**config.mk**
```make
export PLATFORM = sky130hd
export DESIGN_NAME = dres_sequencer
export DESIGN_NICKNAME = d
export VERILOG_FILES = /design/src/core/dres_pkg.sv /design/src/core/dres_classify.sv /design/src/core/dres_sequencer.sv
export SDC_FILE = /design/constraint.sdc
export NUM_CORES = 1
export LEC_CHECK = 0
export ABC_AREA = 0
export BUFFER_PORTS_ARGS = -buffer_cell sky130_fd_sc_hd__buf_2
export CORE_MARGIN = 2
export CORE_UTILIZATION = 40
export CTS_CLUSTER_DIAMETER = 120
export DETAILED_ROUTE_END_ITERATION = 8
export PLACE_DENSITY = 0.64
export SLEW_MARGIN = 30
export SYNTH_ARGS = -nofsm -noshare
export SYNTH_HDL_FRONTEND = slang
export SYNTH_SLANG_ARGS = --single-unit
```
**constraint.sdc**
```tcl
create_clock -name CLK_SYS_I -period 2.22 [get_ports CLK_SYS_I]
set_clock_uncertainty 0.15 [all_clocks]
set_input_delay 0.222 -clock CLK_SYS_I [delete_from_list [all_inputs] [get_ports CLK_SYS_I]]
set_output_delay 0.222 -clock CLK_SYS_I [all_outputs]
set_load 0.005 [all_outputs]
```
**src/core/dres_pkg.sv**
```systemverilog
// constants and types for the disk error recovery sequencer
package dres_pkg;

   ////////////////////////////////////////////////////////////////////////////
   // widths
   localparam int CODE_W = 8;
   localparam int RCNT_W = 5;

   // control byte: retry enable bit
   localparam int CTRL_RETRY_BIT = 7;

   ////////////////////////////////////////////////////////////////////////////
   // retry limits
   localparam logic [0:0]        DATA_REREAD_MAX = 1'h1;
   localparam logic [1:0]        DATA_SEQ_MAX    = 2'h3;
   localparam logic [2:0]        SEEK_SEQ_MAX    = 3'h4;
   localparam logic [RCNT_W-1:0] RETRY_MAX       = 5'h14;

   ////////////////////////////////////////////////////////////////////////////
   // status codes
   localparam logic [CODE_W-1:0] C_OK          = 8'h00;
   localparam logic [CODE_W-1:0] C_NO_INDEX    = 8'h01;
   localparam logic [CODE_W-1:0] C_NO_SEEK_CMP = 8'h02;
   localparam logic [CODE_W-1:0] C_WR_FAULT    = 8'h03;
   localparam logic [CODE_W-1:0] C_NOT_READY   = 8'h04;
   localparam logic [CODE_W-1:0] C_NO_TRK0     = 8'h06;
   localparam logic [CODE_W-1:0] C_SEEKING     = 8'h08;
   localparam logic [CODE_W-1:0] C_ID_ERR      = 8'h10;
   localparam logic [CODE_W-1:0] C_UNCORR      = 8'h11;
   localparam logic [CODE_W-1:0] C_NO_MARK     = 8'h12;
   localparam logic [CODE_W-1:0] C_NO_SECTOR   = 8'h14;
   localparam logic [CODE_W-1:0] C_SEEK_ERR    = 8'h15;
   localparam logic [CODE_W-1:0] C_CORR        = 8'h18;
   localparam logic [CODE_W-1:0] C_BAD_TRACK   = 8'h19;
   localparam logic [CODE_W-1:0] C_FORMAT      = 8'h1A;
   localparam logic [CODE_W-1:0] C_ALT_USED    = 8'h1D;
   localparam logic [CODE_W-1:0] C_ALT_NOFMT   = 8'h1E;
   localparam logic [CODE_W-1:0] C_ALT_SAME    = 8'h1F;
   localparam logic [CODE_W-1:0] C_BAD_CMD     = 8'h20;
   localparam logic [CODE_W-1:0] C_BAD_ADDR    = 8'h21;
   localparam logic [CODE_W-1:0] C_RAM_FAIL    = 8'h30;
   localparam logic [CODE_W-1:0] C_CHKSUM      = 8'h31;
   localparam logic [CODE_W-1:0] C_ECC_FAIL    = 8'h32;

   ////////////////////////////////////////////////////////////////////////////
   // types
   typedef enum logic [1:0] {
      CLS_NONE   = 2'b00,
      CLS_DIRECT = 2'b01,
      CLS_DATA   = 2'b10,
      CLS_SEEK   = 2'b11
   } dres_class_type;

   typedef enum logic [1:0] {
      ACT_REREAD            = 2'b00,
      ACT_RECAL_SEEK_REREAD = 2'b01,
      ACT_RECAL_RESEEK      = 2'b10
   } dres_act_type;

   typedef enum logic {
      ST_IDLE = 1'b0,
      ST_WAIT = 1'b1
   } dres_state_type;

endpackage : dres_pkg

```
**src/core/dres_classify.sv**
```systemverilog
// sorts a status code into its recovery class
`timescale 1ns/1ns
module dres_classify
   import dres_pkg::*;
(
   // code in
   input  wire logic [CODE_W-1:0] code_i,
   // class out
   output dres_class_type         cls_o
);

   always_comb begin
      case (code_i)
         C_OK: begin
            cls_o = CLS_NONE;
         end
         C_ID_ERR, C_UNCORR, C_NO_MARK, C_NO_SECTOR, C_CORR: begin
            cls_o = CLS_DATA;
         end
         C_SEEK_ERR: begin
            cls_o = CLS_SEEK;
         end
         // drive and host codes go straight out
         C_NO_INDEX, C_NO_SEEK_CMP, C_WR_FAULT, C_NOT_READY, C_NO_TRK0, C_SEEKING,
         C_BAD_TRACK, C_FORMAT, C_ALT_USED, C_ALT_NOFMT, C_ALT_SAME, C_BAD_CMD,
         C_BAD_ADDR, C_RAM_FAIL, C_CHKSUM, C_ECC_FAIL: begin
            cls_o = CLS_DIRECT;
         end
         // unknown codes are reported unchanged as well
         default: begin
            cls_o = CLS_DIRECT;
         end
      endcase
   end

endmodule : dres_classify

```
**src/core/dres_sequencer.sv**
```systemverilog
// disk error recovery sequencer: retry decisions and final status code
`timescale 1ns/1ns
//
// What this block does
// - retries only when control byte bit 7 set
// - drive faults reported as 01..08 codes
// - bad track, format, command, address codes reported
// - alternate track faults reported as 1D/1E/1F
// - self-test faults reported as 30/31/32
// - codes 10,11,12,14,18 are data errors
// - data error: one reread, three recal-seek-rereads
// - seek error: up to four recal-reseek cycles
// - at most twenty retries per command
module dres_sequencer
   import dres_pkg::*;
(
   // clock and reset
   input  wire logic              CLK_SYS_I,
   input  wire logic              SYS_RST_I,
   // command from host side
   input  wire logic              CMD_START_I,
   input  wire logic [7:0]        CMD_CTRL_BYTE_I,
   // result of each drive operation
   input  wire logic              OP_DONE_I,
   input  wire logic [CODE_W-1:0] OP_CODE_I,
   // retry request to drive side
   output logic                   ACT_REQ_O,
   output dres_act_type           ACT_KIND_O,
   // command completion
   output logic                   CMD_END_O,
   output logic [CODE_W-1:0]      CMD_STATUS_O,
   output logic                   BUSY_O,
   output logic [RCNT_W-1:0]      RETRY_CNT_O
);

   ////////////////////////////////////////////////////////////////////////////
   // declarations
   dres_state_type    state_q;
   logic              enable_q;
   logic [0:0]        reread_q;
   logic [1:0]        data_seq_q;
   logic [2:0]        seek_seq_q;
   logic [RCNT_W-1:0] retry_q;
   dres_class_type    op_cls;
   logic              op_take;
   logic              do_retry;
   dres_act_type      act_kind_d;

   assign op_take = (state_q == ST_WAIT) && OP_DONE_I;

   ////////////////////////////////////////////////////////////////////////////
   // code classification
   dres_classify u_classify (
      .code_i (OP_CODE_I),
      .cls_o  (op_cls)
   );

   ////////////////////////////////////////////////////////////////////////////
   // retry decision
   always_comb begin
      do_retry   = 1'b0;
      act_kind_d = ACT_REREAD;
      if (enable_q && (retry_q < RETRY_MAX)) begin
         case (op_cls)
            CLS_DATA: begin
               if (reread_q < DATA_REREAD_MAX) begin
                  do_retry   = 1'b1;
                  act_kind_d = ACT_REREAD;
               end else if (data_seq_q < DATA_SEQ_MAX) begin
                  do_retry   = 1'b1;
                  act_kind_d = ACT_RECAL_SEEK_REREAD;
               end
            end
            CLS_SEEK: begin
               if (seek_seq_q < SEEK_SEQ_MAX) begin
                  do_retry   = 1'b1;
                  act_kind_d = ACT_RECAL_RESEEK;
               end
            end
            default: begin
               do_retry = 1'b0;
            end
         endcase
      end
   end

   ////////////////////////////////////////////////////////////////////////////
   // command state
   always_ff @(posedge CLK_SYS_I or posedge SYS_RST_I) begin
      if (SYS_RST_I) begin
         state_q  <= ST_IDLE;
         enable_q <= 1'b0;
      end else begin
         case (state_q)
            ST_IDLE: begin
               if (CMD_START_I) begin
                  state_q  <= ST_WAIT;
                  enable_q <= CMD_CTRL_BYTE_I[CTRL_RETRY_BIT];
               end
            end
            ST_WAIT: begin
               if (OP_DONE_I && !do_retry) begin
                  state_q <= ST_IDLE;
               end
            end
            default: begin
               state_q <= ST_IDLE;
            end
         endcase
      end
   end

   ////////////////////////////////////////////////////////////////////////////
   // retry counters
   always_ff @(posedge CLK_SYS_I or posedge SYS_RST_I) begin
      if (SYS_RST_I) begin
         reread_q   <= 1'h0;
         data_seq_q <= 2'h0;
         seek_seq_q <= 3'h0;
         retry_q    <= 5'h00;
      end else if ((state_q == ST_IDLE) && CMD_START_I) begin
         reread_q   <= 1'h0;
         data_seq_q <= 2'h0;
         seek_seq_q <= 3'h0;
         retry_q    <= 5'h00;
      end else if (op_take && do_retry) begin
         retry_q <= retry_q + 5'h01;
         case (act_kind_d)
            ACT_REREAD: begin
               reread_q <= reread_q + 1'h1;
            end
            ACT_RECAL_SEEK_REREAD: begin
               data_seq_q <= data_seq_q + 2'h1;
            end
            ACT_RECAL_RESEEK: begin
               seek_seq_q <= seek_seq_q + 3'h1;
            end
            default: begin
               retry_q <= retry_q;
            end
         endcase
      end
   end

   ////////////////////////////////////////////////////////////////////////////
   // retry request outputs
   always_ff @(posedge CLK_SYS_I or posedge SYS_RST_I) begin
      if (SYS_RST_I) begin
         ACT_REQ_O  <= 1'b0;
         ACT_KIND_O <= ACT_REREAD;
      end else begin
         ACT_REQ_O <= op_take && do_retry;
         if (op_take && do_retry) begin
            ACT_KIND_O <= act_kind_d;
         end
      end
   end

   ////////////////////////////////////////////////////////////////////////////
   // completion outputs
   always_ff @(posedge CLK_SYS_I or posedge SYS_RST_I) begin
      if (SYS_RST_I) begin
         CMD_END_O    <= 1'b0;
         CMD_STATUS_O <= C_OK;
      end else begin
         CMD_END_O <= op_take && !do_retry;
         if (op_take && !do_retry) begin
            CMD_STATUS_O <= OP_CODE_I;
         end
      end
   end

   always_ff @(posedge CLK_SYS_I or posedge SYS_RST_I) begin
      if (SYS_RST_I) begin
         BUSY_O      <= 1'b0;
         RETRY_CNT_O <= 5'h00;
      end else begin
         BUSY_O      <= ((state_q == ST_IDLE) && CMD_START_I) || (op_take && do_retry) ||
                        ((state_q == ST_WAIT) && !OP_DONE_I);
         RETRY_CNT_O <= ((state_q == ST_IDLE) && CMD_START_I) ? 5'h00 :
                        (op_take && do_retry) ? retry_q + 5'h01 : retry_q;
      end
   end

   ////////////////////////////////////////////////////////////////////////////
   // checks
   property p_retry_needs_enable;
      @(posedge CLK_SYS_I) disable iff (SYS_RST_I)
      op_take && !enable_q && (op_cls != CLS_NONE) |=> CMD_END_O && !ACT_REQ_O;
   endproperty
   a_retry_needs_enable: assert property (p_retry_needs_enable)
      else $error("retry issued while recovery disabled");

   property p_drive_fault;
      @(posedge CLK_SYS_I) disable iff (SYS_RST_I)
      op_take && (OP_CODE_I == C_NOT_READY || OP_CODE_I == C_SEEKING)
      |=> CMD_END_O && (CMD_STATUS_O == $past(OP_CODE_I));
   endproperty
   a_drive_fault: assert property (p_drive_fault)
      else $error("drive fault not reported directly");

   property p_host_fault;
      @(posedge CLK_SYS_I) disable iff (SYS_RST_I)
      op_take && (OP_CODE_I == C_BAD_CMD || OP_CODE_I == C_BAD_ADDR)
      |=> CMD_END_O ##1 !CMD_END_O;
   endproperty
   a_host_fault: assert property (p_host_fault)
      else $error("host fault not ended in one pulse");

   property p_alt_fault;
      @(posedge CLK_SYS_I) disable iff (SYS_RST_I)
      op_take && (OP_CODE_I == C_ALT_SAME) |=> (CMD_STATUS_O == C_ALT_SAME) && !BUSY_O;
   endproperty
   a_alt_fault: assert property (p_alt_fault)
      else $error("alternate track fault wrong status");

   property p_selftest;
      @(posedge CLK_SYS_I) disable iff (SYS_RST_I)
      op_take && (OP_CODE_I == C_RAM_FAIL) |=> !ACT_REQ_O && (CMD_STATUS_O == C_RAM_FAIL);
   endproperty
   a_selftest: assert property (p_selftest)
      else $error("self-test fault retried or misreported");

   property p_data_first_reread;
      @(posedge CLK_SYS_I) disable iff (SYS_RST_I)
      op_take && enable_q && (OP_CODE_I == C_CORR) && (retry_q == 5'h00)
      |=> ACT_REQ_O && (ACT_KIND_O == ACT_REREAD);
   endproperty
   a_data_first_reread: assert property (p_data_first_reread)
      else $error("data error did not start with reread");

   property p_data_seq_limit;
      @(posedge CLK_SYS_I) disable iff (SYS_RST_I)
      ACT_REQ_O && (ACT_KIND_O == ACT_RECAL_SEEK_REREAD)
      |-> (reread_q == DATA_REREAD_MAX) && (data_seq_q != 2'h0);
   endproperty
   a_data_seq_limit: assert property (p_data_seq_limit)
      else $error("data sequence out of order");

   property p_seek_limit;
      @(posedge CLK_SYS_I) disable iff (SYS_RST_I)
      op_take && (op_cls == CLS_SEEK) && (seek_seq_q == SEEK_SEQ_MAX) |=> !ACT_REQ_O;
   endproperty
   a_seek_limit: assert property (p_seek_limit)
      else $error("more than four seek retries");

   property p_retry_cap;
      @(posedge CLK_SYS_I) disable iff (SYS_RST_I)
      op_take && (retry_q == RETRY_MAX) |=> CMD_END_O && (RETRY_CNT_O == RETRY_MAX);
   endproperty
   a_retry_cap: assert property (p_retry_cap)
      else $error("retry cap exceeded");

   property p_retry_step;
      @(posedge CLK_SYS_I) disable iff (SYS_RST_I)
      ACT_REQ_O |-> (RETRY_CNT_O == retry_q) && (retry_q != 5'h00) && (retry_q <= RETRY_MAX);
   endproperty
   a_retry_step: assert property (p_retry_step)
      else $error("retry count not advanced with action");

   property p_ok_status;
      @(posedge CLK_SYS_I) disable iff (SYS_RST_I)
      op_take && (OP_CODE_I == C_OK) |=> CMD_END_O && (CMD_STATUS_O == C_OK);
   endproperty
   a_ok_status: assert property (p_ok_status)
      else $error("success not reported as 00");

   property p_direct_no_retry;
      @(posedge CLK_SYS_I) disable iff (SYS_RST_I)
      op_take && (op_cls == CLS_DIRECT) |=> !ACT_REQ_O && $fell(BUSY_O);
   endproperty
   a_direct_no_retry: assert property (p_direct_no_retry)
      else $error("direct class error was retried");

endmodule : dres_sequencer

```
==> results of run 1 <==
==> placed cells by master, fill, tap and decap left out <==
cell type      instances
and4b_1                1
mux2i_1                6
a22o_1                 1
mux2_2                 5
nand2_2                1
or4_1                  2
a211o_1                1
nor2_1                 8
dlygate4sd3_1          1
nor3_1                 5
inv_1                  7
nand4_1                1
a41o_1                 1
or2_1                  2
or3_4                  1
or4_4                  1
dfrtp_1               31
or4b_4                 1
ha_1                   3
a31oi_4                1
nand3_1                5
o22ai_1                1
a21oi_1                9
nand2b_1               2
buf_2                 30
a221o_1                1
o311ai_0               1
o31ai_1                2
o21ai_2                1
clkbuf_1               1
buf_4                 11
and2_1                 1
clkbuf_8               7
nor2b_1                2
nand4b_1               1
o21a_1                 3
nand2_1               23
a221oi_1               1
nor3b_1                2
o21ai_0                6
==> repair_timing <==
| item | in CTS | in global routing |
|---|---|---|
| hold buffers | 1 | 0 |
| endpoints found under the hold margin | 31 | 0 |
| setup buffers | 0 | 0 |
==> report_power, final <==
group	total (W)	leakage [nW]	internal, W	switching, W
clock network	0.000474	0.0515	0.000282	0.000192
logic	0.000181	0.456	0.0000857	0.0000954
registers	0.000633	0.403	0.000611	0.0000219
total	0.00129	0.911	0.000979	0.000309
==> critical path, delay by kind of cell (launching register included) <==
kind               cells  cell delay (ps)
and+or+nand+nor        2              680
AOI/OAI and AO/OA      3              810
DFF                    1              380
==> sequential cells by signal (all words and copies together) (netlist names), 2 cells and up <==
register	count
seek_seq_q	3
RETRY_CNT_O	5
data_seq_q	2
CMD_STATUS_O	8
retry_q	5
ACT_KIND_O	2
==> kinds of logic after synthesis <==
family                     after synthesis  synth area share (%)
and+or+nand+nor                         59                 20.85
DFF                                     31                 52.54
AOI/OAI and AO/OA                       29                 13.81
adders and majority gates                3                 2.543
muxes                                   11                 7.881
buffers and inverters                    9                 2.373
==> per-layer routing <==
layer	up-vias	part of all wire [%]
met5	-	0
met4	0	1.7
met3	6	5.7
met2	26	48
met1	568	45
li1	606	-
==> area by class of cell <==
cell class	count	area (um^2)
inverters	7	26.28
flip-flops and latches	31	775.7
repair buffers	42	242.7
well taps	48	60.06
fillers	334	1735
multi-input cells	102	665.6
clock buffers	8	100.1
==> worst min-delay path by stage <==
stage,endpoint,slack [ps]
6_report,enable_q$_DFFE_PP0P_,7
5_1_grt,enable_q$_DFFE_PP0P_,30
4_1_cts,enable_q$_DFFE_PP0P_,2
3_5_place_dp,ACT_REQ_O$_DFF_PP0_,170
3_3_place_gp,RETRY_CNT_O[2]$_DFF_PP0_,170
2_1_floorplan,ACT_KIND_O[0]$_DFFE_PP0P_,180
==> per-stage QoR <==
| stage | utilization, % | hold WS, ps | setup WS, ps | setup TNS (ps) | std cells |
|---|---|---|---|---|---|
| floorplan | - | 175.5 | 212.5 | 0 | 142 |
| global route | 51.87 | 26.69 | 31.78 | 0 | 238 |
| CTS | 51.87 | 1.567 | 113.8 | 0 | 238 |
| finish | 51.87 | 7.161 | 112.5 | 0 | 238 |
| global placement | 48.82 | 165.3 | 37.84 | 0 | 229 |
| detailed placement | 48.82 | 174.8 | -7.170 | -7.170 | 229 |
==> out/metrics.csv, run 1 <==
stage;metric;value;unit
sta;worst slew pin tran;581.7;ps
global_route;largest net degree at the start of global routing;32;
logic_synthesis;post-synth top area cell;dfrtp_1;
drt;drc violations;0;
logic_synthesis;Mapped Area;0.001476;mm^2
logic_synthesis;Synth cell types;37;
global_route;vias in the first global route;1147;
global_route;first-pass GRT wire length;5.023;mm
outcome;status;finished, final reports clean;
clock_tree;H-tree Lvls;2;
worst_setup_path;r2r endpoint;RETRY_CNT_O[2]$_DFF_PP0_;
global_route;global routing met2 resource utilization;26.55;%
sta;Rel. slew slack;61.14;%
floorplanning;Initial Util;40.94;%
clock_tree;Clock Sinks;31;
finish;fin nets;212;
logic_synthesis;EDFF count, synth;0;
worst_setup_path;Worst Setup SP;retry_q[3]$_DFFE_PP0P_;
drt;drt pass-1 iters;5;
power_and_ir_drop;Peak VDD IR;362.3;uV
floorplanning;I/O pin cnt;38;
sta;RSZ-0062 raised after global routing;false;
sta;Fin. Hold Viols;0;
clock_tree;CTS buffer count;5;
global_route;initial antenna violation count;0;
worst_setup_path;R2R Path Start;retry_q[3]$_DFFE_PP0P_;
worst_setup_path;critical path class;flip-flop to flip-flop;
logic_synthesis;Synth top area share;52.54;%
logic_synthesis;largest cells by area after synthesis;dfrtp_1 53%, nand2_1 5.8%, mux2i_1 4.1%;
worst_setup_path;crit path to;RETRY_CNT_O[2]$_DFF_PP0_;
place;Port Buffers;30;
floorplanning;Core Rows;22;
logic_synthesis;most common cell in the netlist;dfrtp_1;
floorplanning;die area;0.004193;mm^2
global_route;GR Overflow Total;0;
logic_synthesis;synthesized area per cell;10.40;um^2
drt;Routed WL;3.070;mm
worst_setup_path;Worst Path Required;2270;ps
finish;proportion of layout cells with a drive suffix above 1;31.05;%
power_and_ir_drop;Pwr per Cell Area;688.8;mW/mm^2
finish;Post-Layout Inst Area;0.001871;mm^2
global_route;met1 Use GR;19.32;%
sta;Slew Limit Fails;0;
place;DP Area;0.001760;mm^2
global_route;met3 usage in global routing;5.208;%
clock_tree;CTS tree;done;
drt;vias per cell;5.067;
place;dpl hpwl;2.350;mm
worst_setup_path;r2r setup slk;110;ps
logic_synthesis;Synth Flop Type;dfrtp_1;
drt;DRT iter0 DRCs;39;
hold_path;min-delay worst type;primary input to flip-flop;
sta;Max Fclk;474.5;MHz
logic_synthesis;#FFs+latches synth;31;
hold_path;worst hold path startpoint;CMD_CTRL_BYTE_I[7];
hold_path;Worst Hold Depth;3;
drt;post-route antenna net violation count;0;
power_and_ir_drop;Leakage;0.9107;nW
clock_tree;clock transition at the registers of the reported paths;60;ps
logic_synthesis;Synth warnings;0;
clock_tree;Gates resized, CTS repair;0;
logic_synthesis;Syn Nets;165;
clock_tree;worst-case clock buffer depth;2;
logic_synthesis;Synth Instances;142;
worst_setup_path;crit path DAT;2160;ps
finish;Ant. Diodes;0;
logic_synthesis;post-synthesis sequential area ratio;52.54;%
finish;Syn-to-layout area delta;26.69;%
floorplanning;die width;64.76;um
worst_setup_path;critical-path cell list;o21ai_0, nand4b_1, a211o_1, or4_4, a21oi_1;
logic_synthesis;Commonest cells post-synth;31 x dfrtp_1, 23 x nand2_1, 9 x a21oi_1, 8 x nor2_1, 7 x inv_1;
clock_tree;Skew-Pair Late Insertion Delay;280;ps
drt;wire length per cell;12.90;um
global_route;gr busiest metal;met2;
drt;via count;1206;
sta;Tcrit/Tclk final;94.93;%
worst_setup_path;worst reg-to-reg path cell count;5;
worst_setup_path;CP endpoint kind;flip-flop;
worst_setup_path;CP peak stage delay;500;ps
worst_setup_path;Crit Path Max Fanout;6;
worst_setup_path;CP max-delay cell;or4_4;
logic_synthesis;ys async rst share;100.0;%
sta;Tmin final;2107;ps
clock_tree;CTS root buffer;clkbuf_8;
place;Routability Congestion;0.7836;
power_and_ir_drop;Design Power;0.001288;W
sta;Final Setup Violations;0;
floorplanning;core footprint;0.003606;mm^2
floorplanning;Die H;64.76;um
flow_run;MaxCap Viol Count;0;
worst_setup_path;CP startpoint kind;flip-flop;
global_route;Tot GR Track Use;16.05;%
No activity file was read; power rests on OpenSTA's default activity.
==> run 2: changes to the inputs <==
- HOLD_SLACK_MARGIN: default -> 0.12
==> run 2 against run 1 <==
Register-to-register slack gained 40 ps. Flip-flop and latch count did not move. Combinational power up 7%. Critical path depth rose by 2. Fmax shrank 2.1%. Die area unchanged. Sequential power about the same. Global-route usage grew 0.67 points. Sequential share of layout area decreased by 1.8 points. Largest cell class unchanged.
==> out/metrics.csv, run 2 (synthesis results as in run 1) <==
stage;metric;value;unit
drt;Routed WL;3.222;mm
finish;Post-Layout Inst Area;0.001957;mm^2
drt;drc violations;0;
sta;Tmin final;2152;ps
sta;Fin. Hold Viols;0;
clock_tree;Skew-Pair Late Insertion Delay;280;ps
power_and_ir_drop;Int Pwr;0.0009893;W
floorplanning;Initial Util;40.94;%
power_and_ir_drop;P_sw;0.0003140;W
clock_tree;CTS buffer count;5;
floorplanning;core footprint;0.003606;mm^2
place;DP Area;0.001760;mm^2
power_and_ir_drop;sequential share of power;48.6;%
drt;via count;1245;
global_route;largest net degree at the start of global routing;32;
global_route;vias in the first global route;1191;
finish;fin nets;220;
sta;Max Fclk;464.7;MHz
finish;max reg flops;8;
finish;top flop regs;CMD_STATUS_O: 8 flops, RETRY_CNT_O: 5 flops, retry_q: 5 flops;
finish;Syn-to-layout area delta;32.54;%
power_and_ir_drop;logic gate share of total power;14.9;%
finish;Fill cells;323;
worst_setup_path;r2r endpoint;RETRY_CNT_O[2]$_DFF_PP0_;
hold_path;min-delay worst type;primary input to flip-flop;
global_route;first-pass GRT wire length;5.237;mm
clock_tree;clock transition at the registers of the reported paths;60;ps
global_route;GR Overflow Total;0;
worst_setup_path;Worst Setup SP;OP_CODE_I[2];
drt;wire length per cell;13.10;um
worst_setup_path;crit path DAT;2200;ps
worst_setup_path;R2R Path Start;retry_q[3]$_DFFE_PP0P_;
worst_setup_path;Worst Path Required;2270;ps
clock_tree;H-tree Lvls;2;
floorplanning;Die H;64.76;um
finish;commonest non-fill, non-tap cell in the layout;dfrtp_1;
finish;commonest non-fill, non-tap cells in the layout;31 x dfrtp_1, 30 x buf_2, 23 x nand2_1;
clock_tree;CTS tree;done;
floorplanning;I/O pin cnt;38;
place;Port Buffers;30;
power_and_ir_drop;Switching Fraction;24.09;%
floorplanning;die area;0.004193;mm^2
finish;Ant. Diodes;0;
clock_tree;Clock Sinks;31;
worst_setup_path;worst reg-to-reg path cell count;5;
power_and_ir_drop;Peak VDD IR;362.9;uV
finish;area of the multi-input gates;671.9;um^2
power_and_ir_drop;Pwr per Cell Area;666.0;mW/mm^2
sta;Slew Limit Fails;0;
clock_tree;CTS root buffer;clkbuf_8;
flow_run;MaxCap Viol Count;0;
drt;DRT iter0 DRCs;44;
sta;Tcrit/Tclk final;96.94;%
outcome;status;finished, final reports clean;
power_and_ir_drop;Leakage;0.9467;nW
worst_setup_path;CP startpoint kind;primary input;
finish;FF+latch area;775.7;um^2
sta;Rel. slew slack;61.21;%
floorplanning;Core Rows;22;
place;Routability Congestion;0.7836;
sta;worst slew pin tran;580.7;ps
global_route;initial antenna violation count;0;
worst_setup_path;critical path class;primary input to flip-flop;
drt;drt pass-1 iters;4;
clock_tree;worst-case clock buffer depth;2;
sta;RSZ-0062 raised after global routing;false;
finish;Most flops, register;CMD_STATUS_O;
hold_path;Worst Hold Depth;2;
finish;proportion of layout cells with a drive suffix above 1;30.30;%
worst_setup_path;r2r setup slk;150;ps
drt;vias per cell;5.061;
worst_setup_path;Crit Path Max Fanout;6;
power_and_ir_drop;clock network fraction of total power;36.5;%
drt;post-route antenna net violation count;0;
sta;Hold WS;153.2;ps
floorplanning;die width;64.76;um
worst_setup_path;CP endpoint kind;flip-flop;
global_route;Tot GR Track Use;16.72;%
hold_path;worst hold path startpoint;OP_CODE_I[1];
sta;Final Setup Violations;0;
place;dpl hpwl;2.350;mm
hold_path;Hold Path End;CMD_STATUS_O[1]$_DFFE_PP0P_;
run 2: changes by cell type in the layout (fill, tap and decap cells not counted):
| cell | delta |
|---|---|
| o22ai_2 | +1 |
| o22ai_1 | -1 |
| dlygate4sd3_1 | +8 |
run 2: area by class of cell:
| type | count | share of cell area [%] |
|---|---|---|
| well taps | 48 | 3.069 |
| repair buffers | 50 | 16.50 |
| multi-input cells | 102 | 34.33 |
| inverters | 7 | 1.343 |
| clock buffers | 8 | 5.115 |
| flip-flops and latches | 31 | 39.64 |
run 2: critical path, cell delays in order:
cell           delay, ps
dlygate4sd3_1        550
buf_2                160
o22ai_2              110
nand4b_1             150
a211o_1              330
or4_4                500
a21oi_1              170
run 2: stage by stage:
stage / util (%) / worst slack, ps / cells / total power (W) / TNS [ps]
2_1_floorplan: - / 212.5 / 142 / 0.0007379 / 0
3_3_place_gp: 48.82 / 37.84 / 229 / 0.0008159 / 0
3_5_place_dp: 48.82 / -7.170 / 229 / 0.0008272 / -7.170
4_1_cts: 54.09 / 26.58 / 246 / 0.001317 / 0
5_1_grt: 54.27 / 8.247 / 246 / 0.001372 / 0
6_report: 54.27 / 67.96 / 246 / 0.001303 / 0
run 2: power by group through the flow:
stage	Sequential, W	Clock [W]	Combinational [W]
after floorplan	0.000647	0	0.0000912
after global placement	0.000640	0	0.000176
after detailed placement	0.000645	0	0.000183
after CTS	0.000634	0.000488	0.000195
after global routing	0.000640	0.000517	0.000216
final	0.000633	0.000475	0.000194
run 2: repair_timing:
item                                    4_1_cts  5_1_grt
hold endpoints to repair                     40        0
setup buffers                                 0        0
hold buffers                                  9        0
endpoints found under the setup margin        0        6
gates resized for setup                       0        1
run 2: worst max path at each step:
| stage | end | slack (ps) | cells after the start |
|---|---|---|---|
| after floorplan | CMD_STATUS_O[0]$_DFFE_PP0P_ | 210 | 5 |
| after global placement | CMD_STATUS_O[4]$_DFFE_PP0P_ | 40 | 6 |
| after detailed placement | CMD_STATUS_O[4]$_DFFE_PP0P_ | -7 | 6 |
| after CTS | RETRY_CNT_O[2]$_DFF_PP0_ | 30 | 7 |
| after global routing | RETRY_CNT_O[2]$_DFF_PP0_ | 8 | 7 |
| final | RETRY_CNT_O[2]$_DFF_PP0_ | 70 | 7 |
run 2: layer usage:
layer / vias up / global-route usage (%) / wire, um
met1: 597 / 20.00 / 1462
met4: 0 / 6.383 / 51
met5: - / 0 / 0
met2: 22 / 28.09 / 1562
met3: 6 / 5.208 / 146
li1: 620 / - / -
==> run 3: changes to the inputs <==
- clock period: 2.22 -> 2.3 ns (I/O delays scaled with it)
==> run 3 against run 2 <==
Critical path depth stayed put. Clock power decreased by 15%. Total power shrank 8.3%. Sequential share of layout area is 1.3 points higher. Utilization is 1.7 points lower. Combinational power shrank 6%. Global-route usage fell by 1.1 points. Largest power group unchanged.
==> out/metrics.csv, run 3 (synthesis results as in run 1) <==
stage;metric;value;unit
place;DP Area;0.001723;mm^2
power_and_ir_drop;clock network fraction of total power;33.7;%
worst_setup_path;Worst Path Required;2350;ps
clock_tree;clock transition at the registers of the reported paths;70;ps
power_and_ir_drop;Int Pwr;0.0008860;W
outcome;status;finished, final reports clean;
worst_setup_path;critical path class;primary input to flip-flop;
worst_setup_path;CP bufs+invs;2;
worst_setup_path;Crit Path Max Fanout;6;
sta;Hold WS;126.2;ps
power_and_ir_drop;P_sw;0.0003097;W
sta;Fin. Hold Viols;0;
power_and_ir_drop;Pwr per Cell Area;630.4;mW/mm^2
finish;Syn-to-layout area delta;28.47;%
global_route;largest net degree at the start of global routing;32;
place;Placed Cells;224;
worst_setup_path;largest delay contributor family on the critical path;buffers and inverters;
place;Routability Congestion;0.7809;
clock_tree;CTS root buffer;clkbuf_8;
clock_tree;Clock Sinks;31;
floorplanning;Initial Util;40.94;%
sta;Slew Limit Fails;0;
global_route;first-pass GRT wire length;4.995;mm
worst_setup_path;crit path DAT;2250;ps
global_route;vias in the first global route;1118;
finish;proportion of layout cells with a drive suffix above 1;28.50;%
clock_tree;CTS tree;done;
clock_tree;worst-case clock buffer depth;2;
finish;Fill cells;323;
global_route;Tot GR Track Use;15.61;%
global_route;initial antenna violation count;0;
clock_tree;Skew-Pair Late Insertion Delay;280;ps
finish;Ant. Diodes;0;
clock_tree;CTS buffer count;5;
finish;Most flops, register;CMD_STATUS_O;
drt;drc violations;0;
finish;max reg flops;8;
power_and_ir_drop;Switching Fraction;25.90;%
floorplanning;Die H;64.76;um
drt;wire length per cell;13.18;um
finish;commonest non-fill, non-tap cells in the layout;31 x dfrtp_1, 30 x buf_2, 23 x nand2_1;
sta;worst slew pin tran;543.1;ps
drt;vias per cell;5.183;
sta;RSZ-0062 raised after global routing;false;
sta;setup TNS after final layout;0;ps
sta;Final Setup Violations;0;
power_and_ir_drop;logic gate share of total power;15.3;%
finish;commonest non-fill, non-tap cell in the layout;dfrtp_1;
power_and_ir_drop;sequential share of power;51.1;%
floorplanning;core footprint;0.003606;mm^2
clock_tree;H-tree Lvls;2;
drt;post-route antenna net violation count;0;
sta;Rel. slew slack;63.72;%
sta;Max Fclk;454.8;MHz
flow_run;MaxCap Viol Count;0;
power_and_ir_drop;Peak VDD IR;315.9;uV
worst_setup_path;CP startpoint kind;primary input;
power_and_ir_drop;Leakage;0.9154;nW
place;dpl hpwl;2.258;mm
sta;Tcrit/Tclk final;95.60;%
clock_tree;Gates resized, CTS repair;0;
drt;Routed WL;3.177;mm
global_route;GR Overflow Total;0;
sta;Tmin final;2199;ps
hold_path;min-delay worst type;primary input to flip-flop;
worst_setup_path;critical-path cell list;dlygate4sd3_1, buf_2, o22ai_1, nand4b_1, a211o_1, or4_4, a21oi_1;
drt;drt pass-1 iters;4;
floorplanning;Core Rows;22;
power_and_ir_drop;Design Power;0.001196;W
place;Port Buffers;30;
worst_setup_path;CP max-delay cell;dlygate4sd3_1;
finish;top flop regs;CMD_STATUS_O: 8 flops, RETRY_CNT_O: 5 flops, retry_q: 5 flops;
worst_setup_path;CP endpoint kind;flip-flop;
finish;fin nets;215;
finish;Final Non-Filler Cells;241;
worst_setup_path;CP peak stage delay;530;ps
floorplanning;die area;0.004193;mm^2
clock_tree;Setup Fix Bufs, Post-CTS;0;
floorplanning;I/O pin cnt;38;
drt;via count;1249;
drt;DRT iter0 DRCs;31;
finish;Post-Layout Inst Area;0.001897;mm^2
floorplanning;die width;64.76;um
-- run 3: cell types whose count changed in the layout (fill, tap and decap cells not counted) --
cell      before  now
buf_4         11    6
clkbuf_8       7    5
clkbuf_1       1    0
clkinv_2       0    3
o22ai_2        1    0
o22ai_1        0    1
-- run 3: power by group through the flow --
stage	logic, W	registers, W	clock network, W
finish	0.000183	0.000611	0.000403
global route	0.000202	0.000616	0.000441
CTS	0.000185	0.000611	0.000408
detailed placement	0.000172	0.000621	0
global placement	0.000167	0.000618	0
floorplan	0.0000881	0.000624	0
-- run 3: final cells by class --
| type | count | area (um^2) | share of cell area [%] |
|---|---|---|---|
| clock buffers | 5 | 68.82 | 3.628 |
| clock inverters | 3 | 15.01 | 0.7916 |
| inverters | 7 | 26.28 | 1.385 |
| multi-input cells | 102 | 665.6 | 35.09 |
| flip-flops and latches | 31 | 775.7 | 40.90 |
| well taps | 48 | 60.06 | 3.166 |
| repair buffers | 45 | 285.3 | 15.04 |
-- run 3: layer usage --
metal / wire [um] / GRT usage, % / share of wire (%)
met4: 38 / 7.181 / 1.2
met1: 1435 / 19.21 / 45
met3: 135 / 3.125 / 4.2
met2: 1568 / 26.29 / 49
met5: 0 / 0 / 0
-- run 3: final timing paths --
check                                  startpoint                     endpoint  slack [ps]  cells past startpoint
max in group asynchronous               SYS_RST_I            state_q$_DFF_PP0_        1280                      4
hold / removal                       OP_CODE_I[3]  CMD_STATUS_O[3]$_DFFE_PP0P_         130                      2
setup reg to reg           retry_q[2]$_DFFE_PP0P_     RETRY_CNT_O[2]$_DFF_PP0_         160                      5
setup / recovery                     OP_CODE_I[2]     RETRY_CNT_O[2]$_DFF_PP0_         100                      7
hold reg to reg              enable_q$_DFFE_PP0P_         enable_q$_DFFE_PP0P_         330                      2
min in group asynchronous               SYS_RST_I     RETRY_CNT_O[0]$_DFF_PP0_         430                      4
-- run 3: stage by stage --
stage                     utilization (%)  setup WS (ps)
after floorplan                         -          284.5
after global placement              47.78          109.1
after detailed placement            47.78          37.26
after CTS                           52.60          70.04
after global routing                52.60          8.812
final                               52.60          101.2
-- run 3: repair_timing --
| action | in CTS | in global routing |
|---|---|---|
| hold endpoints to repair | 40 | 0 |
| hold buffers | 9 | 0 |
| setup endpoints to repair | 0 | 2 |
